File: src/spi_flash_pin_defines.vh
// constants for the multi-purpose pin selection logic of the serial flash
// assumes a single 40 mhz system clock samples every pin
`ifndef SPI_FLASH_PIN_DEFINES_VH
`define SPI_FLASH_PIN_DEFINES_VH

// system clock rate in mhz
`define CLK_MHZ            40
// least low time on a reset pin, nanoseconds
`define RESET_PULSE_NS     200
// least time rounded up to whole clock cycles
`define RESET_PULSE_CYC    ((`RESET_PULSE_NS * `CLK_MHZ + 999) / 1000)
// reset pulse counter width
`define RESET_CNT_W        8

// data width codes for the active command
`define WIDTH_SINGLE       2'h0
`define WIDTH_DUAL         2'h1
`define WIDTH_QUAD         2'h2

// lane numbers
`define LANE_DQ0           0
`define LANE_DQ1           1
`define LANE_DQ2           2
`define LANE_DQ3           3

`endif

File: src/spi_flash_pin_function_select_end.v
`timescale 1ns/1ps
// empty design file: holds no module
// assumes all logic lives in the main file and the synchroniser

File: src/pin_sync.v
// two flip-flop synchroniser for a bundle of asynchronous levels
// assumes each bit is an independent level; no word coherency across bits
`timescale 1ns/1ps
module pin_sync
#(
   parameter WIDTH = 1,                 // number of bits
   parameter [WIDTH-1:0] INIT = {WIDTH{1'b0}} // value held in reset
)
(
   // clock and reset
   input  wire             clk,
   input  wire             rst_n,
   // levels
   input  wire [WIDTH-1:0] asyncIn,
   output wire [WIDTH-1:0] syncOut
);

   reg [WIDTH-1:0] stage1;              // metastable stage, read only by stage2
   reg [WIDTH-1:0] stage2;              // settled copy

   // plain double register, no logic between stages
   always @(posedge clk)
   begin
      if (!rst_n)
      begin
         stage1 <= INIT;
         stage2 <= INIT;
      end
      else
      begin
         stage1 <= asyncIn;
         stage2 <= stage1;
      end
   end

   assign syncOut = stage2;

endmodule

File: src/spi_flash_pin_function_select.v
// pin function selection for a serial multi-io flash: decides per shared pin
// whether it carries serial data, a data lane, write protect or reset
// assumes the command core runs on clk and supplies width and drive requests;
// serial clock and selects arrive asynchronously and are oversampled here
`timescale 1ns/1ps
`include "spi_flash_pin_defines.vh"

module spi_flash_pin_function_select
(
   // system
   input  wire       clk,
   input  wire       rst_n,
   // link control pins
   input  wire       sck,
   input  wire       csN,
   input  wire       hwRstN,               // dedicated reset pin
   input  wire       doNotUsePad,          // test pad, pulled low
   // shared pins, oe low while driving
   input  wire       serial_in_dq0_i,
   output reg        serial_in_dq0_o,
   output reg        serial_in_dq0_oeN,
   input  wire       serial_out_dq1_i,
   output reg        serial_out_dq1_o,
   output reg        serial_out_dq1_oeN,
   input  wire       wprot_dq2_i,
   output reg        wprot_dq2_o,
   output reg        wprot_dq2_oeN,
   input  wire       dq3_rst_n_i,
   output reg        dq3_rst_n_o,
   output reg        dq3_rst_n_oeN,
   // configuration bits from the register core
   input  wire       quad_enable_bit,
   input  wire       four_wire_instr_mode_bit,
   input  wire       pin_rst_enable_bit,
   input  wire       status_protect_nv_bit,
   // command core side
   input  wire [1:0] busWidth,             // width code of active phase
   input  wire       coreDrive,            // core is in an output phase
   input  wire [3:0] coreOutData,          // next nibble or bit to launch
   input  wire       write_regs_cmd,       // decoded register write command
   input  wire       write_any_reg_cmd,    // decoded any-register write
   output reg  [3:0] rxData,               // lanes sampled on rising edge
   output reg        rxValid,              // one pulse per rising edge while selected
   output reg        txAdvance,            // pulse: launched, give next
   output reg        regWriteIgnored,      // pulse: protected write dropped
   output reg        deviceReset,          // high while a filtered reset is held: return to standby
   output reg        writeProtectMode,     // lane2 pin acts as protect
   output reg        dq3ResetMode,         // lane3 pin acts as reset
   output reg        testFunctionActive    // do-not-use function on
);

   localparam integer            PULSE_INT = `RESET_PULSE_CYC;            // filter length, cycles
   localparam [`RESET_CNT_W-1:0] PULSE_CYC = PULSE_INT[`RESET_CNT_W-1:0]; // reset filter

   wire [3:0] padIn;                       // raw lane pins
   wire [3:0] laneIn;                      // synchronised lanes
   wire       sckS;                        // synchronised serial clock
   wire       csNS;                        // synchronised select
   wire       hwRstNS;                     // synchronised reset pin
   wire       dnuS;                        // synchronised test pad

   reg        sckLast;                     // previous serial clock sample
   reg  [`RESET_CNT_W-1:0] hwRstCnt;       // dedicated reset low time
   reg  [`RESET_CNT_W-1:0] dq3RstCnt;      // lane3 reset low time
   reg  [3:0] next_oeN;                    // lane drive enables, active low
   reg  [3:0] laneOut;                     // launched lane values

   wire sckRise;                           // rising edge seen
   wire sckFall;                           // falling edge seen
   wire selected;                          // chip select low
   wire quadLanes;                         // quad or four-wire mode
   wire hwRstHit;                          // reset pin held long enough
   wire dq3RstHit;                         // lane3 reset recognised
   wire protWrite;                         // register write while locked
   wire [3:0] laneUsed;                    // lanes active in this width

   assign padIn = {dq3_rst_n_i, wprot_dq2_i, serial_out_dq1_i, serial_in_dq0_i};

   // pins idle at their pull levels through reset so no edge or reset is invented;
   // the test pad idles low, so its stage must not start high
   pin_sync #(.WIDTH(8), .INIT(8'hf6)) u_sync
   (
      .clk     (clk),
      .rst_n   (rst_n),
      .asyncIn ({padIn, doNotUsePad, hwRstN, csN, sck}),
      .syncOut ({laneIn, dnuS, hwRstNS, csNS, sckS})
   );

   // edge detect on the settled copy only
   assign sckRise  = sckS & ~sckLast;
   assign sckFall  = ~sckS & sckLast;
   assign selected = ~csNS;
   assign quadLanes = quad_enable_bit | four_wire_instr_mode_bit;

   // the filters need the pin low for the whole pulse time
   assign hwRstHit  = (hwRstCnt == PULSE_CYC - 8'h01) & ~hwRstNS;
   // reset role on lane3 only when enabled; select high is needed to count
   assign dq3RstHit = (dq3RstCnt == PULSE_CYC - 8'h01) & ~laneIn[`LANE_DQ3];

   // locked register write: protect role, pin low, status protect set
   assign protWrite = (write_regs_cmd | write_any_reg_cmd)
                      & ~quad_enable_bit & status_protect_nv_bit
                      & ~laneIn[`LANE_DQ2];

   // which lanes a given width occupies while driving
   assign laneUsed = (busWidth == `WIDTH_QUAD) ? 4'hf :
                     (busWidth == `WIDTH_DUAL) ? 4'h3 : 4'h2;

   // lane drive decision per lane
   genvar g;
   generate
      for (g = 0; g < 4; g = g + 1)
      begin : g_lane
         always @*
         begin
            next_oeN[g] = 1'b1;
            if (selected && coreDrive && laneUsed[g])
            begin
               if (g == `LANE_DQ2)
                  next_oeN[g] = ~quad_enable_bit;
               else if (g == `LANE_DQ3)
                  next_oeN[g] = ~quadLanes;
               else
                  next_oeN[g] = 1'b0;
            end
         end
      end
   endgenerate

   // clock history
   always @(posedge clk)
   begin
      if (!rst_n)
         sckLast <= 1'b0;
      else
         sckLast <= sckS;
   end

   // dedicated reset pin filter; restarts whenever the pin rises
   always @(posedge clk)
   begin
      if (!rst_n || hwRstNS)
         hwRstCnt <= {`RESET_CNT_W{1'b0}};
      else if (hwRstCnt != PULSE_CYC - 8'h01)
         hwRstCnt <= hwRstCnt + 8'h01;
   end

   // lane3 reset filter, counted only while the pin holds the reset role
   always @(posedge clk)
   begin
      if (!rst_n || !pin_rst_enable_bit || selected || laneIn[`LANE_DQ3])
         dq3RstCnt <= {`RESET_CNT_W{1'b0}};
      else if (dq3RstCnt != PULSE_CYC - 8'h01)
         dq3RstCnt <= dq3RstCnt + 8'h01;
   end

   // receive: sample the lanes of the active width on the rising serial clock while selected
   always @(posedge clk)
   begin
      if (!rst_n || deviceReset)
      begin
         rxData  <= 4'h0;
         rxValid <= 1'b0;
      end
      else
      begin
         rxValid <= sckRise & selected;
         if (sckRise && selected)
         begin
            // single commands read only the serial input lane
            if (busWidth == `WIDTH_SINGLE)
               rxData <= {3'h0, laneIn[`LANE_DQ0]};
            else
               rxData <= laneIn & laneUsed;
         end
      end
   end

   // transmit: launch new lane values after each falling serial clock while selected and in an output phase
   always @(posedge clk)
   begin
      if (!rst_n || deviceReset)
      begin
         laneOut   <= 4'h0;
         txAdvance <= 1'b0;
      end
      else
      begin
         txAdvance <= sckFall & selected & coreDrive;
         if (sckFall && selected && coreDrive)
         begin
            // single output leaves on the serial out lane
            if (busWidth == `WIDTH_SINGLE)
               laneOut <= {2'h0, coreOutData[0], 1'b0};
            else
               laneOut <= coreOutData;
         end
      end
   end

   // pin drivers; deselect releases every lane at once
   always @(posedge clk)
   begin
      if (!rst_n || deviceReset)
      begin
         serial_in_dq0_o    <= 1'b0;
         serial_in_dq0_oeN  <= 1'b1;
         serial_out_dq1_o   <= 1'b0;
         serial_out_dq1_oeN <= 1'b1;
         wprot_dq2_o        <= 1'b0;
         wprot_dq2_oeN      <= 1'b1;
         dq3_rst_n_o        <= 1'b0;
         dq3_rst_n_oeN      <= 1'b1;
      end
      else
      begin
         serial_in_dq0_o    <= laneOut[`LANE_DQ0];
         serial_in_dq0_oeN  <= next_oeN[`LANE_DQ0];
         serial_out_dq1_o   <= laneOut[`LANE_DQ1];
         serial_out_dq1_oeN <= next_oeN[`LANE_DQ1];
         wprot_dq2_o        <= laneOut[`LANE_DQ2];
         wprot_dq2_oeN      <= next_oeN[`LANE_DQ2];
         dq3_rst_n_o        <= laneOut[`LANE_DQ3];
         dq3_rst_n_oeN      <= next_oeN[`LANE_DQ3];
      end
   end

   // role flags and event pulses
   always @(posedge clk)
   begin
      if (!rst_n)
      begin
         regWriteIgnored    <= 1'b0;
         deviceReset        <= 1'b0;
         writeProtectMode   <= 1'b0;
         dq3ResetMode       <= 1'b0;
         testFunctionActive <= 1'b0;
      end
      else
      begin
         // either reset source forces standby; stays high while the pin is held
         deviceReset <= hwRstHit | dq3RstHit;
         // host must hold the pin driven here; a float reads as pulled high
         writeProtectMode <= ~quad_enable_bit & status_protect_nv_bit;
         dq3ResetMode <= pin_rst_enable_bit & (~quad_enable_bit | csNS);
         // deselected commands are ignored, so no drop report either
         regWriteIgnored <= protWrite & selected;
         // test function follows its pad; low keeps it off
         testFunctionActive <= dnuS;
      end
   end

endmodule

File: config.mk
export PLATFORM = sky130hd
export DESIGN_NAME = spi_flash_pin_function_select
export DESIGN_NICKNAME = d
export VERILOG_FILES = /design/src/spi_flash_pin_function_select_end.v /design/src/pin_sync.v /design/src/spi_flash_pin_function_select.v
export VERILOG_INCLUDE_DIRS = /design/src
export SDC_FILE = /design/constraint.sdc
export NUM_CORES = 1
export LEC_CHECK = 0
export ABC_AREA = 0
export BUFFER_PORTS_ARGS = -buffer_cell sky130_fd_sc_hd__buf_2
export CAP_MARGIN = 15
export CELL_PAD_IN_SITES_DETAIL_PLACEMENT = 1
export CELL_PAD_IN_SITES_GLOBAL_PLACEMENT = 1
export CORE_MARGIN = 2
export CORE_UTILIZATION = 37
export DETAILED_ROUTE_END_ITERATION = 10
export PLACE_DENSITY = 0.81
export SLEW_MARGIN = 10
export SYNTH_ARGS = -nofsm -noshare
export SYNTH_HDL_FRONTEND = slang
export SYNTH_SLANG_ARGS = --single-unit
File: constraint.sdc
create_clock -name clk -period 1.2 [get_ports clk]
set_input_delay 0.12 -clock clk [delete_from_list [all_inputs] [get_ports clk]]
set_output_delay 0.12 -clock clk [all_outputs]
set_load 0.01 [all_outputs]
==> reports/summary.txt <==
critical path type: register to register
Fillers: 598
Core Box Area: 5200 µm²
placed wire-length estimate: 3360 µm
CP endpoint kind: register
Area contributors post-synth: dfxtp_1 55%, nand2b_1 6.2%, a21oi_1 4.7%
vias in the first global route: 1702
VDD IR max: 473 µV
ant diodes: 0
drt first pass iters: 4
Cell Count, Final, Fillers Out: 348
H-tree levels: 2
clk sinks: 56
status: finished with violations
Hold Vio Cnt, Final: 0
Worst Path Max Fanout: 5
post-synth top area cell: dfxtp_1
Slew @ Worst Pin: 0.331 ns
share of the synthesized area in the top cell type: 55.4%
Seq/Total Area, Yosys: 55.4%
Power Density: 1120 nW/µm²
final wirelength: 4860 µm
busiest layer in global routing: met2
initial antenna violation count: 0
FFs w/ async S/R, synth: 0%
Post-DRT Antenna Nets: 0
Net Count, Synth: 229
Die Y: 78.0 µm
Post-Syn Area per Cell: 10.0 µm²
Initial Util: 38.9%
final setup fails: 6
area of the multi-input gates: 966 µm²
layout cell share with drive strength beyond 1: 37.1%
Top FF cell, synth: dfxtp_1
synth warn: 0
Mapped Area: 2020 µm²
Finished Core Util: 53.1%
post-synthesis compound-gate area fraction: 10.2%
clock-pin slew on the worst setup and hold paths: 0.10 ns
Vias: 1700
skew final: 0.00972 ns
largest net degree at the start of global routing: 18
clk root buf: clkbuf_8
met2 GRT Util: 31.3%
total of max-cap violations: 0
dpl cell area: 2470 µm²
Synth cell types: 39
placed insts: 330
Placement Setup Slack: -0.182 ns
leakage: 1.08 nW
Synth Register Bits: 56
Residual DRC: 0
number of vias per cell: 4.89
failing checks: setup timing
final instance area: 2770 µm²
CTS Buf Count: 5
Longest Clk Path Bufs: 2
register area: 1140 µm²
TritonCTS clock tree: yes
EDFF count, synth: 0
met3 GRT Util: 4.30%
fin crit period: 1.33 ns
fraction of synthesized cell area in xor and xnor cells: 2.16%
Req. time, crit path: 1.44 ns
nets@finish: 304
setup ws final: -0.126 ns
grt ovf: 0
GR Util met1: 19.5%
WL/cell: 14.0 µm
Pwr Total: 3.10 mW
I/O Pins: 42
Site Rows: 26
Hold Crit Class: input pin to register
adder-cell share of the synthesized area: 2.47%
post-synthesis mux area share: 0.494%
Peak Freq: 0.754 GHz
P&R area growth vs syn: 36.7%
startpoint types: register
RD Place Congestion: 0.789
Slew headroom: 78.0%
RSZ-0062 raised after global routing: true
first-pass GRT wire length: 8100 µm
DR iter-0 viols: 44
period utilization: 110%
Syn Inst Count: 202
Clock Latency Late Sink: 0.32 ns
Port Buffers: 41
largest family of logic cells by synthesized area: simple AND/OR/NAND/NOR gates
CP arrival: 1.57 ns
die width: 78.0 µm
Total GRT Usage: 17.1%
Simple-Gate Fraction of Synth Area: 27.0%
Slew Viols, Final: 0
die area: 6080 µm²
synth_stat cells (2+ instances only):
| cell type | count |
|---|---|
| dfxtp_1 | 56 |
| nand2b_1 | 20 |
| a21oi_1 | 19 |
| and2_1 | 12 |
| nand3_1 | 9 |
| inv_1 | 8 |
| nand2_1 | 8 |
| o21ai_0 | 8 |
| or3_1 | 8 |
| nor2_1 | 6 |
| nor3_1 | 5 |
| ha_1 | 4 |
| nand3b_1 | 4 |
| nand4b_1 | 3 |
| xor2_1 | 3 |
| clkbuf_1 | 2 |
| nand4_1 | 2 |
| nand4bb_1 | 2 |
| o211ai_1 | 2 |
| xnor2_1 | 2 |
placed cells by master (no fill, tap or decap), types with 2 or more instances in the layout:
cell and count:
ha_4 2, clkbuf_8 5, nand4_1 2, and2_1 12
o21ai_0 5, buf_4 22, a21oi_2 4, nand4b_1 3
inv_1 8, nand3_1 8, nand3b_1 4, o21ai_1 3
nand2_1 7, nor3_2 2, dfxtp_1 44, a21oi_1 15
ha_1 2, nor3_1 3, or3_1 6, or3_4 3
xor2_1 3, nand2b_1 20, dfxtp_2 11, nor2_1 6
o211ai_1 2, buf_2 42, dlygate4sd3_1 8, xnor2_1 2
critical path: stages, from the launching register on:
cell	delay, ns
dfxtp_2	0.33
or3_4	0.40
or3_4	0.39
a21oi_2	0.15
metrics by stage:
stage	hold WS (ns)	setup TNS [ns]
6_report	0.0176	-0.215
5_1_grt	0.0201	-0.741
4_1_cts	0.00905	-0.410
3_5_place_dp	0.307	-0.551
3_3_place_gp	0.301	-0.100
2_1_floorplan	0.199	-0.0518
cell families (layout without fill, tap and decap cells):
group | Yosys count | in the layout
AO/OA/AOI/OAI | 36 | 36
multiplexers | 1 | 1
flip-flops | 56 | 56
AND/OR/NAND/NOR | 88 | 88
buffers and inverters | 12 | 88
XOR/XNOR | 5 | 5
adder cells (fa/ha/maj) | 4 | 4
final cells by class:
cell class | instances | area share [%]
clock inverter | 2 | 0.588
tap | 70 | 3.17
sequential | 56 | 41.2
multi-input combinational | 134 | 34.9
inverter | 8 | 1.09
timing repair buffer | 72 | 16.5
clock buffer | 6 | 2.62
where the power goes:
part           internal (mW)  total (mW)  switching (mW)
Combinational         0.0958       0.172          0.0759
Sequential              1.89        1.90          0.0143
Clock                  0.416        1.03           0.613
path summary, 6_finish.rpt:
path                          from                 to  slack, ns  cells past startpoint
setup / recovery       hwRstCnt[7]        hwRstCnt[1]      -0.13                      3
setup reg to reg       hwRstCnt[7]        hwRstCnt[1]      -0.13                      3
hold / removal     quad_enable_bit       dq3ResetMode       0.02                      2
hold reg to reg   u_sync.stage1[5]  u_sync.syncOut[5]       0.41                      1
metal layers:
metal	wire length (µm)	part of all wire, %
met1	2050	42
met4	69	1.4
met2	2530	52
met5	0	0
met3	217	4.5
registers in the layout, indices dropped and copies added, names as in the netlist:
signal	count
rxData	4
serial_out_dq1_o	1
dq3ResetMode	1
serial_in_dq0_o	1
laneOut	4
u_sync.syncOut	8
dq3_rst_n_oeN	1
hwRstCnt	8
deviceReset	1
u_sync.stage1	8
wprot_dq2_o	1
dq3_rst_n_o	1
dq3RstCnt	8
serial_out_dq1_oeN	1
writeProtectMode	1
txAdvance	1
rxValid	1
wprot_dq2_oeN	1
sckLast	1
testFunctionActive	1
serial_in_dq0_oeN	1
regWriteIgnored	1
timing repair:
item                                   4_1_cts  5_1_grt
endpoints found under the hold margin        8        0
cloned                                       1        0
setup endpoints to repair                   11       16
pin swaps                                    6        6
buffers inserted                             0        1
hold buffers                                 8        0
resized for setup                           14       17
No activity file was read; power rests on OpenSTA's default activity.
